[src/adc_ctrl_consts.vh]
/*
 * Constants for the converter control and result register block.
 * Assumes inclusion by bare name from the design file in the same folder.
 */
`ifndef ADC_CTRL_CONSTS_VH
`define ADC_CTRL_CONSTS_VH

// Register byte addresses on the AXI4-Lite bus
`define OFS_CONTROL_0 4'h0
`define OFS_CONTROL_1 4'h4
`define OFS_RESULT_HIGH 4'h8
`define OFS_RESULT_LOW 4'hc

// Control register 0 fields
`define CLK_SEL_HI 7
`define CLK_SEL_LO 6
`define CHAN_SEL_HI 5
`define CHAN_SEL_LO 2
`define GO_BIT 1
`define ENABLE_BIT 0

// Control register 1 fields
`define FORMAT_BIT 7
`define NEG_REF_BIT 5
`define POS_REF_BIT 4
`define CONTROL_1_MASK 8'hb0

// Clock select codes
`define CLK_DIV2 2'h0
`define CLK_DIV8 2'h1
`define CLK_DIV32 2'h2
`define CLK_RC 2'h3

// Divider half-period counts for the three system-clock options
`define HALF_DIV2 5'h00
`define HALF_DIV8 5'h03
`define HALF_DIV32 5'h0f

// Channel codes for the two internal references
`define CHAN_CMP_REF 4'he
`define CHAN_FIXED_REF 4'hf

// Conversion length in conversion-clock periods, and abort recovery
`define CONV_PERIODS 4'hb
`define ABORT_PERIODS 2'h2

// AXI responses
`define RESP_OKAY 2'h0
`define RESP_SLVERR 2'h2

`define RESET_BYTE 8'h00

`endif

[src/adc_control_result_regs.v]
/*
 * Control and result registers of a 10-bit successive-approximation converter,
 * with conversion-clock generation and sequencing, behind an AXI4-Lite slave.
 * Assumes the analog core returns its 10-bit value on conversion_result_bits and
 * that the RC oscillator tick is a one-cycle pulse synchronous to clk_sys,
 * one per half period of the RC conversion clock.
 * Assumes the special-event trigger is a one-cycle pulse synchronous to clk_sys.
 * Register map: control 0 at 0x0, control 1 at 0x4, result high at 0x8, result low at 0xc.
 * Only byte lane 0 carries register data; a write with wstrb[0] low changes nothing.
 * Unmapped addresses answer SLVERR, and reads of them return zero.
 * One write and one read may be in flight at a time.
 */
//
// Overview of operation
// Clock select 00, 01, 10 gives system clock divided by 2, 8, 32.
// Clock select 11 uses the dedicated RC oscillator ticks, at most 500 kHz.
// Channel codes 0000 to 1101 route analog inputs 0 to 13.
// Code 1110 selects comparator reference; 1111 selects fixed 0.6 V reference.
// Writing one to the status bit starts conversion; reads one while running.
// Hardware clears the status bit when the conversion finishes.
// Status bit reads zero when no conversion runs.
// Enable bit powers the converter; cleared means off with no current.
// Format bit one gives right-justified results, zero left-justified.
// Negative reference bit picks external pin when one, ground when zero.
// Positive reference bit picks external pin when one, supply when zero.
// Control 1 bit 6 and bits 3-0 ignore writes and read zero.
// Left format: result high holds result bits 9 down to 2.
// Left format: result low holds bits 1-0 in bits 7-6.
// Right format: result high holds bits 9-8 in bits 1-0.
// Right format: result low holds result bits 7 down to 0.
// Completion clears status, sets interrupt flag, loads both result registers.
// Early clear keeps old result; next acquisition waits two clock periods.
// Interrupt flag set at every completion; only software clears it.
// Special-event trigger sets the status bit and starts a conversion.
// Control bits reset to zero; results change only at completion. The code also loads either result byte from a bus write to its address.
// Both result registers update in the same clock cycle.
//
module adc_control_result_regs #(
  parameter RESULT_WIDTH = 10,
  parameter CHANNEL_COUNT = 14
) (
  input wire clk_sys,
  input wire sys_rst,
  input wire [3:0] s_axi_awaddr,
  input wire s_axi_awvalid,
  output wire s_axi_awready,
  input wire [31:0] s_axi_wdata,
  input wire [3:0] s_axi_wstrb,
  input wire s_axi_wvalid,
  output wire s_axi_wready,
  output reg [1:0] s_axi_bresp,
  output reg s_axi_bvalid,
  input wire s_axi_bready,
  input wire [3:0] s_axi_araddr,
  input wire s_axi_arvalid,
  output wire s_axi_arready,
  output reg [31:0] s_axi_rdata,
  output reg [1:0] s_axi_rresp,
  output reg s_axi_rvalid,
  input wire s_axi_rready,
  input wire rc_osc_tick,
  input wire special_event_trigger,
  input wire interrupt_flag_clear,
  input wire [RESULT_WIDTH-1:0] conversion_result_bits,
  output reg converter_interrupt_flag,
  output reg converter_powered,
  output reg [CHANNEL_COUNT-1:0] analog_input_route,
  output reg comparator_reference_route,
  output reg fixed_reference_route,
  output reg negative_ref_from_pin,
  output reg positive_ref_from_pin,
  output reg sample_hold,
  output reg conversion_clock_period
);
`include "adc_ctrl_consts.vh"

////////////////////////////////////////////////////////////////////////////////
// Registers

reg [7:0] converter_control_0;
reg [7:0] converter_control_1;
reg [7:0] conversion_result_high;
reg [7:0] conversion_result_low;

wire [1:0] conversion_clock_select = converter_control_0[`CLK_SEL_HI:`CLK_SEL_LO];
wire [3:0] input_channel_select = converter_control_0[`CHAN_SEL_HI:`CHAN_SEL_LO];
wire converter_power_enable = converter_control_0[`ENABLE_BIT];
wire conversion_go = converter_control_0[`GO_BIT];
wire result_format_select = converter_control_1[`FORMAT_BIT];

////////////////////////////////////////////////////////////////////////////////
// Conversion clock

reg [4:0] div_count;
reg [4:0] div_half;
wire tad_tick;

// Half-period length of the system-clock divider
always @* begin
  case (conversion_clock_select)
    `CLK_DIV2: div_half = `HALF_DIV2;
    `CLK_DIV8: div_half = `HALF_DIV8;
    default: div_half = `HALF_DIV32;
  endcase
end

// Wraps also when a switch to a faster setting leaves the count above its limit
wire div_wrap = div_count >= div_half;

// One tick per full conversion-clock period; each RC tick is only half a period
assign tad_tick = (conversion_clock_select == `CLK_RC) ? (rc_osc_tick && conversion_clock_period) :
                  (conversion_clock_period && div_wrap);

always @(posedge clk_sys) begin
  if (sys_rst || !converter_power_enable) begin
    div_count <= 5'h00;
    conversion_clock_period <= 1'b0;
  end else if (conversion_clock_select == `CLK_RC) begin
    div_count <= 5'h00;
    if (rc_osc_tick) begin
      conversion_clock_period <= ~conversion_clock_period;
    end
  end else if (div_wrap) begin
    div_count <= 5'h00;
    conversion_clock_period <= ~conversion_clock_period;
  end else begin
    div_count <= div_count + 5'h01;
  end
end

////////////////////////////////////////////////////////////////////////////////
// Sequencer

// Idle waits for a start, convert counts conversion-clock periods, and recover
// holds off any restart for two periods after an abort
localparam ST_IDLE = 2'h0;
localparam ST_CONVERT = 2'h1;
localparam ST_RECOVER = 2'h2;

reg [1:0] state;
reg [3:0] period_count;
reg conversion_done;

////////////////////////////////////////////////////////////////////////////////
// AXI4-Lite slave

reg aw_held;
reg w_held;
reg [3:0] aw_addr;
reg [7:0] w_byte;
reg w_lane;

// Address and data are taken in either order; each is parked until its partner comes,
// and nothing new is taken while a response waits
assign s_axi_awready = !aw_held && !s_axi_bvalid;
assign s_axi_wready = !w_held && !s_axi_bvalid;
assign s_axi_arready = !s_axi_rvalid;

wire aw_fire = s_axi_awvalid && s_axi_awready;
wire w_fire = s_axi_wvalid && s_axi_wready;
wire have_aw = aw_held || aw_fire;
wire have_w = w_held || w_fire;
wire [3:0] wr_addr = aw_held ? aw_addr : s_axi_awaddr;
wire [7:0] wr_byte = w_held ? w_byte : s_axi_wdata[7:0];
wire wr_lane = w_held ? w_lane : s_axi_wstrb[0];
wire do_write = have_aw && have_w;
wire wr_known = (wr_addr == `OFS_CONTROL_0) || (wr_addr == `OFS_CONTROL_1) ||
                (wr_addr == `OFS_RESULT_HIGH) || (wr_addr == `OFS_RESULT_LOW);
wire wr_ctl0 = do_write && wr_lane && wr_addr == `OFS_CONTROL_0;
wire wr_ctl1 = do_write && wr_lane && wr_addr == `OFS_CONTROL_1;
wire wr_res_hi = do_write && wr_lane && wr_addr == `OFS_RESULT_HIGH;
wire wr_res_lo = do_write && wr_lane && wr_addr == `OFS_RESULT_LOW;

always @(posedge clk_sys) begin
  if (sys_rst) begin
    aw_held <= 1'b0;
    w_held <= 1'b0;
    aw_addr <= 4'h0;
    w_byte <= `RESET_BYTE;
    w_lane <= 1'b0;
    s_axi_bvalid <= 1'b0;
    s_axi_bresp <= `RESP_OKAY;
  end else begin
    if (do_write) begin
      aw_held <= 1'b0;
      w_held <= 1'b0;
      s_axi_bvalid <= 1'b1;
      s_axi_bresp <= wr_known ? `RESP_OKAY : `RESP_SLVERR;
    end else begin
      if (aw_fire) begin
        aw_held <= 1'b1;
        aw_addr <= s_axi_awaddr;
      end
      if (w_fire) begin
        w_held <= 1'b1;
        w_byte <= s_axi_wdata[7:0];
        w_lane <= s_axi_wstrb[0];
      end
      if (s_axi_bvalid && s_axi_bready) begin
        s_axi_bvalid <= 1'b0;
      end
    end
  end
end

always @(posedge clk_sys) begin
  if (sys_rst) begin
    s_axi_rvalid <= 1'b0;
    s_axi_rdata <= 32'h00000000;
    s_axi_rresp <= `RESP_OKAY;
  end else if (s_axi_arvalid && s_axi_arready) begin
    s_axi_rvalid <= 1'b1;
    s_axi_rresp <= `RESP_OKAY;
    case (s_axi_araddr)
      `OFS_CONTROL_0: s_axi_rdata <= {24'h000000, converter_control_0};
      `OFS_CONTROL_1: s_axi_rdata <= {24'h000000, converter_control_1};
      `OFS_RESULT_HIGH: s_axi_rdata <= {24'h000000, conversion_result_high};
      `OFS_RESULT_LOW: s_axi_rdata <= {24'h000000, conversion_result_low};
      default: begin
        s_axi_rdata <= 32'h00000000;
        s_axi_rresp <= `RESP_SLVERR;
      end
    endcase
  end else if (s_axi_rvalid && s_axi_rready) begin
    s_axi_rvalid <= 1'b0;
  end
end

////////////////////////////////////////////////////////////////////////////////
// Control registers and sequencing

// Software or trigger setting the status bit while idle, with the enable bit already set, starts a conversion
wire sw_go = wr_ctl0 && wr_byte[`GO_BIT];
wire start_req = (sw_go || special_event_trigger) && converter_power_enable;
wire sw_abort = wr_ctl0 && !wr_byte[`GO_BIT] && state == ST_CONVERT;

always @(posedge clk_sys) begin
  if (sys_rst) begin
    converter_control_0 <= `RESET_BYTE;
    converter_control_1 <= `RESET_BYTE;
    state <= ST_IDLE;
    period_count <= 4'h0;
    conversion_done <= 1'b0;
  end else begin
    conversion_done <= 1'b0;
    if (wr_ctl0) begin
      converter_control_0 <= wr_byte;
    end
    if (wr_ctl1) begin
      converter_control_1 <= wr_byte & `CONTROL_1_MASK;
    end
    // Outside idle a write to the status bit can only end a run, never start one
    case (state)
      ST_IDLE: begin
        period_count <= 4'h0;
        if (start_req) begin
          converter_control_0[`GO_BIT] <= 1'b1;
          state <= ST_CONVERT;
        end else begin
          // Go written while the converter is off, or any stale go, is dropped
          converter_control_0[`GO_BIT] <= 1'b0;
        end
      end
      ST_CONVERT: begin
        if (sw_abort || !converter_power_enable) begin
          converter_control_0[`GO_BIT] <= 1'b0;
          period_count <= 4'h0;
          state <= ST_RECOVER;
        end else if (tad_tick) begin
          if (period_count == `CONV_PERIODS - 4'h1) begin
            converter_control_0[`GO_BIT] <= 1'b0;
            conversion_done <= 1'b1;
            state <= ST_IDLE;
          end else begin
            period_count <= period_count + 4'h1;
          end
        end
      end
      ST_RECOVER: begin
        // Starts written during recovery are dropped
        if (wr_ctl0) begin
          converter_control_0[`GO_BIT] <= 1'b0;
        end
        if (!converter_power_enable) begin
          state <= ST_IDLE;
        end else if (tad_tick) begin
          if (period_count[1:0] == `ABORT_PERIODS - 2'h1) begin
            state <= ST_IDLE;
          end else begin
            period_count <= period_count + 4'h1;
          end
        end
      end
      default: state <= ST_IDLE;
    endcase
  end
end

////////////////////////////////////////////////////////////////////////////////
// Results and interrupt flag

// Both bytes load together on completion, a bus write loads either one alone; reset leaves them as they were
// They load one cycle after the status bit clears, too early for any poll to see
always @(posedge clk_sys) begin
  if (conversion_done) begin
    if (result_format_select) begin
      conversion_result_high <= {6'h00, conversion_result_bits[9:8]};
      conversion_result_low <= conversion_result_bits[7:0];
    end else begin
      conversion_result_high <= conversion_result_bits[9:2];
      conversion_result_low <= {conversion_result_bits[1:0], 6'h00};
    end
  end else begin
    if (wr_res_hi) begin
      conversion_result_high <= wr_byte;
    end
    if (wr_res_lo) begin
      conversion_result_low <= wr_byte;
    end
  end
end

always @(posedge clk_sys) begin
  if (sys_rst) begin
    converter_interrupt_flag <= 1'b0;
  end else if (conversion_done) begin
    converter_interrupt_flag <= 1'b1;
  end else if (interrupt_flag_clear) begin
    converter_interrupt_flag <= 1'b0;
  end
end

////////////////////////////////////////////////////////////////////////////////
// Analog control outputs

// One route enable per analog input
genvar ch;
generate
  for (ch = 0; ch < CHANNEL_COUNT; ch = ch + 1) begin : route_gen
    always @(posedge clk_sys) begin
      if (sys_rst) begin
        analog_input_route[ch] <= 1'b0;
      end else begin
        analog_input_route[ch] <= converter_power_enable && input_channel_select == ch;
      end
    end
  end
endgenerate

// A run halts the moment the enable bit drops, before the sequencer leaves convert
wire running = (state == ST_CONVERT) && conversion_go && converter_power_enable;
wire route_cmp = converter_power_enable && input_channel_select == `CHAN_CMP_REF;
wire route_fixed = converter_power_enable && input_channel_select == `CHAN_FIXED_REF;

always @(posedge clk_sys) begin
  if (sys_rst) begin
    converter_powered <= 1'b0;
    comparator_reference_route <= 1'b0;
    fixed_reference_route <= 1'b0;
    negative_ref_from_pin <= 1'b0;
    positive_ref_from_pin <= 1'b0;
    sample_hold <= 1'b0;
  end else begin
    converter_powered <= converter_power_enable;
    comparator_reference_route <= route_cmp;
    fixed_reference_route <= route_fixed;
    negative_ref_from_pin <= converter_control_1[`NEG_REF_BIT];
    positive_ref_from_pin <= converter_control_1[`POS_REF_BIT];
    sample_hold <= running;
  end
end

endmodule // adc_control_result_regs

[config.mk]
export PLATFORM = sky130hd
export DESIGN_NAME = adc_control_result_regs
export DESIGN_NICKNAME = d
export VERILOG_FILES = /design/src/adc_control_result_regs.v
export VERILOG_INCLUDE_DIRS = /design/src
export SDC_FILE = /design/constraint.sdc
export NUM_CORES = 1
export LEC_CHECK = 0
export BUFFER_PORTS_ARGS = -buffer_cell sky130_fd_sc_hd__clkbuf_2
export CORE_MARGIN = 2
export CORE_UTILIZATION = 50
export DETAILED_ROUTE_END_ITERATION = 16
export GPL_TIMING_DRIVEN = 0
export MAX_ROUTING_LAYER = met4
export PLACE_DENSITY_LB_ADDON = 0.3
export SLEW_MARGIN = 20
export SYNTH_ARGS = -nofsm -noshare
export SYNTH_HDL_FRONTEND = slang
export SYNTH_SLANG_ARGS = --single-unit
[constraint.sdc]
create_clock -name clk_sys -period 3.35 [get_ports clk_sys]
set_input_delay 0 -clock clk_sys [delete_from_list [all_inputs] [get_ports clk_sys]]
set_output_delay 0 -clock clk_sys [all_outputs]
set_load 0.02 [all_outputs]
Yosys cells after proc, flatten, opt, wreduce, memory -nomap -nowiden
Cells that the tools add are included.
{"block": "classes", "n_addsub": 2, "multipliers": 0, "div_mod_pow": 0, "order_cmp": 1, "n_eq_ne": 37, "shifts": 0, "n_mux": 46, "n_bitwise": 4, "reduce_logical": 72}
{"op": "2-to-1 mux 8 bit", "count": 7}
{"op": "== test 4 bit, second input constant", "count": 13}
{"op": "logical AND 1 bit", "count": 37}
{"op": "one-hot mux 8 bit (4 select lines)", "count": 1}
{"op": "2-to-1 mux 4 bit", "count": 7}
{"op": "== test 4 x 3 -> 1 bit, second input constant", "count": 6}
{"op": "2-to-1 mux 2 bit", "count": 10}
{"op": "2-to-1 mux 1 bit", "count": 17}
{"op": "!= test 3 bit, second input constant", "count": 5}
{"op": "zero test 4 bit", "count": 3}
{"op": "one-hot mux 4 bit (3 select lines)", "count": 1}
{"op": "nonzero test 2 bit", "count": 6}
{"op": "!= test 2 bit, second input constant", "count": 5}
{"op": "== test 4 x 2 -> 1 bit, second input constant", "count": 2}
{"op": "logical OR 1 bit", "count": 8}
{"op": "one-hot mux 4 bit (2 select lines)", "count": 1}
{"op": "OR reduction 4 bit", "count": 2}
{"op": "== test 2 x 1 -> 1 bit, second input constant", "count": 3}
{"op": "zero test 1 bit", "count": 6}
{"op": "one-hot mux 2 bit (3 select lines)", "count": 1}
{"op": "AND reduction 2 bit", "count": 3}
{"op": "AND reduction 6 bit", "count": 1}
{"op": "adder 5 x 1 -> 5 bit, second input constant", "count": 1}
{"op": ">= comparator 5 bit", "count": 1}
{"op": "other kinds (10)", "count": 15}
{"block": "word_totals", "ff_bits": 114, "latchBits": 0, "ram_bits": 0, "rom_bits": 0, "in_bits": 64, "elab_cells": 203, "mem_count": 0}

Longest topological paths before layout
Gate-level depths: netlist of run 1.
{"block": "logic_depth", "ltp_word": 12, "mapped_depth": 8, "depth_no_buf": 8}

Worst setup path after synthesis of run 1
Ideal clock, no wire load.
{"block": "synth_timing", "path_type": "register to register", "startpoint": "register aw_held", "endpoint": "register state[1]", "setup_ps": 123, "arrival_time_ps": 2009, "t_required_ps": 3227, "slack_ps": 1218, "stages_incl_launch_ff": 8, "path_buffers": 1, "path_cell_list": "dfxtp_1 -> buf_6 -> or3_4 -> a22oi_2 -> nor3b_4 -> a31oi_1 -> nor3_2 -> mux2_1"}
{"block": "synth_between", "elab_chain_len": 12, "elab_cells_between_ends": 21, "cone_classes": "3 x eq/ne; 3 x mux; 15 x reduce/logical"}
{"element": "start: declaration", "line": "adc_control_result_regs.v:147", "source": "reg aw_held;"}
{"element": "start signal: assignment", "line": "adc_control_result_regs.v:176", "source": "aw_held <= 1'b0;"}
{"element": "start signal: assignment", "line": "adc_control_result_regs.v:185", "source": "aw_held <= 1'b0;"}
{"element": "start signal: assignment", "line": "adc_control_result_regs.v:191", "source": "aw_held <= 1'b1;"}
{"element": "zero test 1 bit", "line": "adc_control_result_regs.v:155", "source": "assign s_axi_awready = !aw_held && !s_axi_bvalid;"}
{"element": "logical AND 1 bit", "line": "adc_control_result_regs.v:155"}
{"element": "logical AND 1 bit", "line": "adc_control_result_regs.v:159", "source": "wire aw_fire = s_axi_awvalid && s_axi_awready;"}
{"element": "logical OR 1 bit", "line": "adc_control_result_regs.v:161", "source": "wire have_aw = aw_held || aw_fire;"}
{"element": "logical AND 1 bit", "line": "adc_control_result_regs.v:166", "source": "wire do_write = have_aw && have_w;"}
{"element": "logical AND 1 bit", "line": "adc_control_result_regs.v:169", "source": "wire wr_ctl0 = do_write && wr_lane && wr_addr == `OFS_CONTROL_0;"}
{"element": "logical AND 1 bit (no source line) *"}
{"element": "logical AND 1 bit (on tied branches)", "line": "adc_control_result_regs.v:235, adc_control_result_regs.v:233"}
{"element": "logical AND 1 bit / logical OR 1 bit (equally long branches)", "line": "adc_control_result_regs.v:235, adc_control_result_regs.v:234"}
{"element": "logical OR 1 bit / logical AND 1 bit (equally long branches)", "line": "adc_control_result_regs.v:265, adc_control_result_regs.v:234"}
{"element": "!= test 3 bit (no source line) (tied with other cells)"}
{"element": "AND reduction 5 bit (no source line) / one-hot mux 2 bit (3 select lines) (equally long branches)"}
{"element": "end signal: assignment", "line": "adc_control_result_regs.v:241", "source": "state <= ST_IDLE;"}
{"element": "end signal: assignment", "line": "adc_control_result_regs.v:268", "source": "state <= ST_RECOVER;"}
{"element": "end signal: assignment", "line": "adc_control_result_regs.v:273", "source": "state <= ST_IDLE;"}
{"element": "end: declaration", "line": "adc_control_result_regs.v:140", "source": "reg [1:0] state;"}
Every way passes the cells marked *; elsewhere a longest branch is shown, timed or not.
A chain may end at the register's enable or synchronous reset.

Worst setup path after layout of run 1
{"block": "layout_timing", "startpoint": "register aw_held", "endpoint": "register conversion_result_high[6] (enable)"}
{"block": "layout_between", "elab_chain_len": 8, "elab_cells_between_ends": 10, "cone_classes": "1 x eq/ne; 1 x mux; 8 x reduce/logical"}
{"element": "zero test 1 bit", "line": "adc_control_result_regs.v:155"}
{"element": "logical AND 1 bit", "line": "adc_control_result_regs.v:155"}
{"element": "logical AND 1 bit", "line": "adc_control_result_regs.v:159"}
{"element": "logical OR 1 bit", "line": "adc_control_result_regs.v:161"}
{"element": "logical AND 1 bit", "line": "adc_control_result_regs.v:166"}
{"element": "logical AND 1 bit", "line": "adc_control_result_regs.v:171", "source": "wire wr_res_hi = do_write && wr_lane && wr_addr == `OFS_RESULT_HIGH;"}
{"element": "logical AND 1 bit (no source line) *"}
{"element": "nonzero test 2 bit (no source line) *"}
{"element": "end signal: assignment", "line": "adc_control_result_regs.v:307", "source": "conversion_result_high <= {6'h00, conversion_result_bits[9:8]};"}
{"element": "end signal: assignment", "line": "adc_control_result_regs.v:310", "source": "conversion_result_high <= conversion_result_bits[9:2];"}
{"element": "end signal: assignment", "line": "adc_control_result_regs.v:315", "source": "conversion_result_high <= wr_byte;"}
{"element": "end: declaration", "line": "adc_control_result_regs.v:82", "source": "reg [7:0] conversion_result_high;"}
Marked as above.

==> flow_summary.toml, run 1 <==
[job]
cap_violations = 0

[worst_setup_path]
r2r-start = "aw_held"
cpMaxStageDelayCell = "o21bai_1"
critical_path.startpoint = "aw_held"
worstSetupStartpointType = "register"
setup.worst_path.class = "register to register"
cp-end-kind = "register"
crit_fanout = 10
required_ps = 3340
critPathMaxStageDelay_ps = 640
cp_top_family = "simple AND/OR/NAND/NOR gates"
cp.buffers_inverters = 1
crit_chain = "buf_6 -> or3_4 -> and2_1 -> nor3_1 -> nand2_1 -> o21bai_1"
crit_arrival_ps = 2460

[place]
dp_hpwl_mm = 6.980
dp.cells = 634
gp_congestion = 0.8650
port_buffers = 71

[global_route]
grt_pass1_vias = 3120
grt_max_degree = 17
grt_pass1_wl_mm = 14.78
grt_use_total_pct = 21.76
grt_antenna_before_repair = 0
grt-ovfl-total = 0

[power]
power_density_nw_per_um2 = 418.8
p_comb_share_pct = 17.4
ir_worst_vdd_uv = 273.6
swShare_pct = 29.08
p_sw_mw = 0.6329
clkPwrFrac_pct = 31.2
power_frac_seq_pct = 51.5
intPower_mw = 1.544
power.total_mw = 2.177
power.leakage_nw = 2.230

[die]
rows = 33
dieArea_um2 = 9043
ios = 127
start_util_pct = 51.01
fp.dieH_um = 95.10
core_area_um2 = 8134
die_w_um = 95.10

[yosys]
yosys_warnings = 0
async_flop_share_pct = 0
syn_area_um2 = 4149
ys_types = 53
syn_inst = 433
synth-main-ff-cell = "dfxtp_1"
yosysSeqAreaShare_pct = 46.32
synth_edf_count = 16
syn_avg_cell_area_um2 = 9.582
synth_seq_cells = 88

[sta]
hold_slack_ps = 28.58
rsz0062_at_grt = "false"
finalSetupTns_ps = 0
tightest_slew_ps = 947.8
setup_violations = 0
fin_crit_ps = 2475
finalHoldViolations = 0
skew_ps = 7.062
fmax_mhz = 404.0
post-route-period-util_pct = 73.88
slew_headroom_pct = 36.32
maxSlewViolCount = 0

[clocking]
htree_levels = 3
clk_path_buf_depth = 2
cts_made_buffers = 9
clk-insertion-delay-late_ps = 350
clock-sinks = 88
cts.clk_slew.worst_paths_ps = 90
root_buffer = "clkbuf_8"
cts_resized = 0
tritoncts = "done"

[drt]
vias = 3475
drt-initial-drc-count = 139
wl_per_cell_um = 13.81
ant_nets = 0
drc = 0
drtPass1Iterations = 5
routed_wl_mm = 9.380
routed_via_density = 5.118

[min_path]
hold_class = "primary input to register"
min-delay-start = "conversion_result_bits[1]"

[cells_and_area]
num-nets-final = 645
num-fill-cells = 693
diodes = 0
fin_cells = 679
areaGrowthSynthToFinish_pct = 25.27
drive_gt1_share_pct = 24.04

[outcome]
status = "finished clean"
==> registers in the layout, summed over array words and instances, names as in the netlist, 2 cells and up <==
register and cells:
s_axi_rdata 8, conversion_result_high 8, conversion_result_low 8, analog_input_route 14, aw_addr 4, div_count 5, converter_control_1 3, w_byte 8
period_count 4, state 2, converter_control_0 8
==> cells by family after synthesis <==
group	synth area share [%]
muxes	11.10
DFF	46.32
other	0.09038
adders and majority gates	3.619
buffers and inverters	8.293
AOI/OAI and AO/OA	12.39
and+or+nand+nor	17.34
xor gates and xnor gates	0.8445
==> path summary, 6_finish.rpt <==
check	end	slack, ps	depth (start not counted)
max reg2reg	conversion_result_high[6]	870	6
min reg2reg	div_count[0]	470	1
max	conversion_result_high[6]	870	6
min	conversion_result_low[1]	30	3
==> worst min-delay path, stage by stage <==
cell	delay (ps)
clkbuf_2	100
nand2_1	60
a21oi_1	60
==> repair_timing <==
action                     CTS  global route
setup buffers                0             0
setup endpoints to repair    0             0
hold endpoints to repair    30             0
hold buffers                29             0
==> metrics by stage <==
stage                     worst slack [ps]  instance area [um2]  util, %
after floorplan                       1218                 4243        -
after global placement               908.9                 4730    58.14
after detailed placement             867.8                 4730    58.14
after CTS                            850.2                 5197    63.90
after global routing                 683.1                 5197    63.90
final                                874.9                 5197    63.90
==> Yosys cell counts (all sizes together), types with 11 or more instances <==
cell | count | area (um2)
dfxtp | 72 | 1441
nor2 | 62 | 232.7
buf | 34 | 235.2
mux2i | 28 | 280.3
nand2 | 23 | 86.33
a21oi | 19 | 95.09
inv | 19 | 71.32
edfxtp | 16 | 480.5
o21ai | 14 | 70.07
ha | 12 | 150.1
a211oi | 11 | 82.58
nand3 | 11 | 55.05
==> area by class of cell <==
cell class                 count  area (um2)  area share (%)
clock inverter                 7       53.80           1.035
sequential                    88        1922           36.98
buffer                        44       272.8           5.248
multi-input combinational    307        1977           38.04
clock buffer                   9       123.9           2.383
timing repair buffer         100       645.6           12.42
inverter                      19       71.32           1.372
tap                          105       131.4           2.528
==> power groups by stage <==
stage	Clock, mW	Combinational, mW	Sequential (mW)
2_1_floorplan	0	0.249	1.15
3_3_place_gp	0	0.333	1.14
3_5_place_dp	0	0.344	1.14
4_1_cts	0.688	0.372	1.12
5_1_grt	0.733	0.414	1.12
6_report	0.679	0.378	1.12
==> placed cells by master (no fill, tap or decap), types with 5 or more instances in the layout <==
cell / n
a22o_1: 5
clkbuf_2: 71
a22oi_1: 8
buf_1: 5
inv_1: 19
or2_2: 5
nor2b_1: 6
buf_4: 26
nand3_1: 11
a21oi_1: 19
a211oi_1: 11
mux2i_1: 28
edfxtp_1: 16
nor2_1: 62
clkbuf_8: 9
dlygate4sd3_1: 29
nor3_1: 9
o21ai_0: 14
nand2b_1: 10
clkbuf_1: 10
ha_1: 12
nand2_1: 23
dfxtp_1: 72
conb_1: 26
mux2_2: 9
==> layer usage <==
metal	global-route usage (%)	share of wire, %	up-vias
li1	-	-	1740
met1	26.83	44	1631
met2	36.09	50	94
met3	3.953	4.4	10
met4	7.367	1.4	0
met5	-	0	-
No activity file was read; power rests on OpenSTA's default activity.
==> run 2, diff against run 1 <==
--- a/config.mk
+++ b/config.mk
@@ -8,7 +8,7 @@
 export LEC_CHECK = 0
 export BUFFER_PORTS_ARGS = -buffer_cell sky130_fd_sc_hd__clkbuf_2
 export CORE_MARGIN = 2
-export CORE_UTILIZATION = 50
+export CORE_UTILIZATION = 46
 export DETAILED_ROUTE_END_ITERATION = 16
 export GPL_TIMING_DRIVEN = 0
 export MAX_ROUTING_LAYER = met4
==> constraint.sdc (replaced) <==
create_clock -name clk_sys -period 2.2 [get_ports clk_sys]
set_input_delay 0 -clock clk_sys [delete_from_list [all_inputs] [get_ports clk_sys]]
set_output_delay 0 -clock clk_sys [all_outputs]
set_load 0.02 [all_outputs]
==> flow_summary.toml, run 2 (synthesized netlist as in run 1, its figures left out) <==
[outcome]
status = "finished clean"

[worst_setup_path]
cpMaxStageDelayCell = "dfxtp_4"
r2r-start = "converter_control_0[6]"
crit_chain = "or2_4 -> ha_4 -> nand2b_4 -> a31oi_4 -> o22ai_4 -> a21oi_2 -> nor3_2 -> mux2_1"
setup.worst_path.class = "register to register"
crit_arrival_ps = 2440
required_ps = 2450
crit_fanout = 5
rrSetupSlack_ps = 10
critical_path.startpoint = "converter_control_0[6]"
timing.rr.end = "state[1]"
worstSetupStartpointType = "register"
critPathMaxStageDelay_ps = 360
rr_worst_depth = 8
cp_top_family = "simple AND/OR/NAND/NOR gates"
cp-end-kind = "register"
cp.buffers_inverters = 0

[power]
ir_worst_vdd_uv = 331.0
power_density_nw_per_um2 = 641.6
clkPwrFrac_pct = 32.9
intPower_mw = 2.461
power.leakage_nw = 2.309
power_frac_seq_pct = 49.2
p_comb_share_pct = 17.9
p_sw_mw = 1.004
power.total_mw = 3.465
swShare_pct = 28.98

[sta]
finalHoldViolations = 0
hold_slack_ps = 9.302
tightest_slew_ps = 937.3
fin_crit_ps = 2187
setup_violations = 0
rsz0062_at_grt = "true"
slew_headroom_pct = 37.03
skew_ps = 12.08
post-route-period-util_pct = 99.40
fmax_mhz = 457.3
maxSlewViolCount = 0

[global_route]
grt_antenna_before_repair = 0
grt-ovfl-total = 0
grt_pass1_vias = 3292
grt_use_total_pct = 20.46
grt_pass1_wl_mm = 15.59
grt_max_degree = 18

[cells_and_area]
post-route-util_pct = 61.94
largest_reg_flops = 14
drive_gt1_share_pct = 27.54
layout_common_cells = "clkbuf_2, dfxtp_1, nor2_1"
num-nets-final = 652
areaGrowthSynthToFinish_pct = 30.19
diodes = 0
regMostFlops = "analog_input_route"
num-fill-cells = 734
layout_commonest_cell = "clkbuf_2"

[drt]
drc = 0
routed_via_density = 5.074
vias = 3496
drtPass1Iterations = 4
wl_per_cell_um = 13.94
ant_nets = 0
drt-initial-drc-count = 159
routed_wl_mm = 9.603

[die]
die_w_um = 98.97
ios = 127
rows = 34
dieArea_um2 = 9795
start_util_pct = 47.58
fp.dieH_um = 98.97
core_area_um2 = 8721

[clocking]
clock-sinks = 88
tritoncts = "done"
cts_made_buffers = 9
clk-insertion-delay-late_ps = 370
root_buffer = "clkbuf_8"
cts.clk_slew.worst_paths_ps = 90
htree_levels = 3
clk_path_buf_depth = 2

[min_path]
hold_depth = 3
hold_class = "primary input to register"
min_to = "period_count[2]"
min-delay-start = "sys_rst"

[job]
cap_violations = 0

[place]
gp_congestion = 0.9113
port_buffers = 71
dp_hpwl_mm = 7.074
[run 2: worst max path at each step]
| stage | end | slack (ps) | depth (start not counted) |
|---|---|---|---|
| final | state[1] | 10 | 8 |
| after global routing | state[1] | -50 | 8 |
| after CTS | state[1] | 9 | 8 |
| after detailed placement | period_count[2] | -250 | 8 |
| after global placement | conversion_result_high[0] | -230 | 6 |
| after floorplan | state[1] | 70 | 7 |
[run 2: metrics by stage]
| step | instance area [um2] | instances | setup slack [ps] | TNS, ps |
|---|---|---|---|---|
| after global placement | 4733 | 637 | -234.9 | -2597 |
| final | 5401 | 689 | 13.14 | 0 |
| after detailed placement | 4733 | 637 | -251.2 | -2837 |
| after CTS | 5315 | 684 | 9.097 | 0 |
| after global routing | 5401 | 689 | -51.39 | -255.6 |
| after floorplan | 4243 | 458 | 67.56 | 0 |
[run 2: power groups by stage]
stage,Clock (mW),Combinational [mW],Sequential [mW]
2_1_floorplan,0,0.380,1.75
3_5_place_dp,0,0.519,1.74
6_report,1.14,0.620,1.70
3_3_place_gp,0,0.512,1.74
5_1_grt,1.23,0.675,1.71
4_1_cts,1.16,0.599,1.71
[run 2: worst min-delay path, cell delays in order]
cell and delay, ps:
clkbuf_2 150, or3_1 120, o32ai_1 50
[run 2: cell type report]
| type | count | area [um2] | share of cell area [%] |
|---|---|---|---|
| multi-input combinational | 307 | 2092 | 38.73 |
| sequential | 88 | 1929 | 35.72 |
| timing repair buffer | 107 | 695.7 | 12.88 |
| buffer | 44 | 272.8 | 5.050 |
| clock buffer | 10 | 148.9 | 2.757 |
| tap | 108 | 135.1 | 2.502 |
| inverter | 19 | 71.32 | 1.320 |
| clock inverter | 6 | 56.30 | 1.042 |
[run 2: timing repair]
item / CTS / global route
gates resized for setup: 14 / 9
hold endpoints to repair: 29 / 0
pin swaps: 4 / 7
setup buffers: 3 / 5
endpoints found under the setup margin: 14 / 16
hold buffers: 28 / 0
[run 2: per-layer routing]
layer  vias up  routed length (um)  GRT usage [%]
li1       1753                   -              -
met1      1621                4260          24.58
met2       107                4741          34.46
met3        15                 438          3.333
met4         0                 163          7.903
met5         -                   0              -
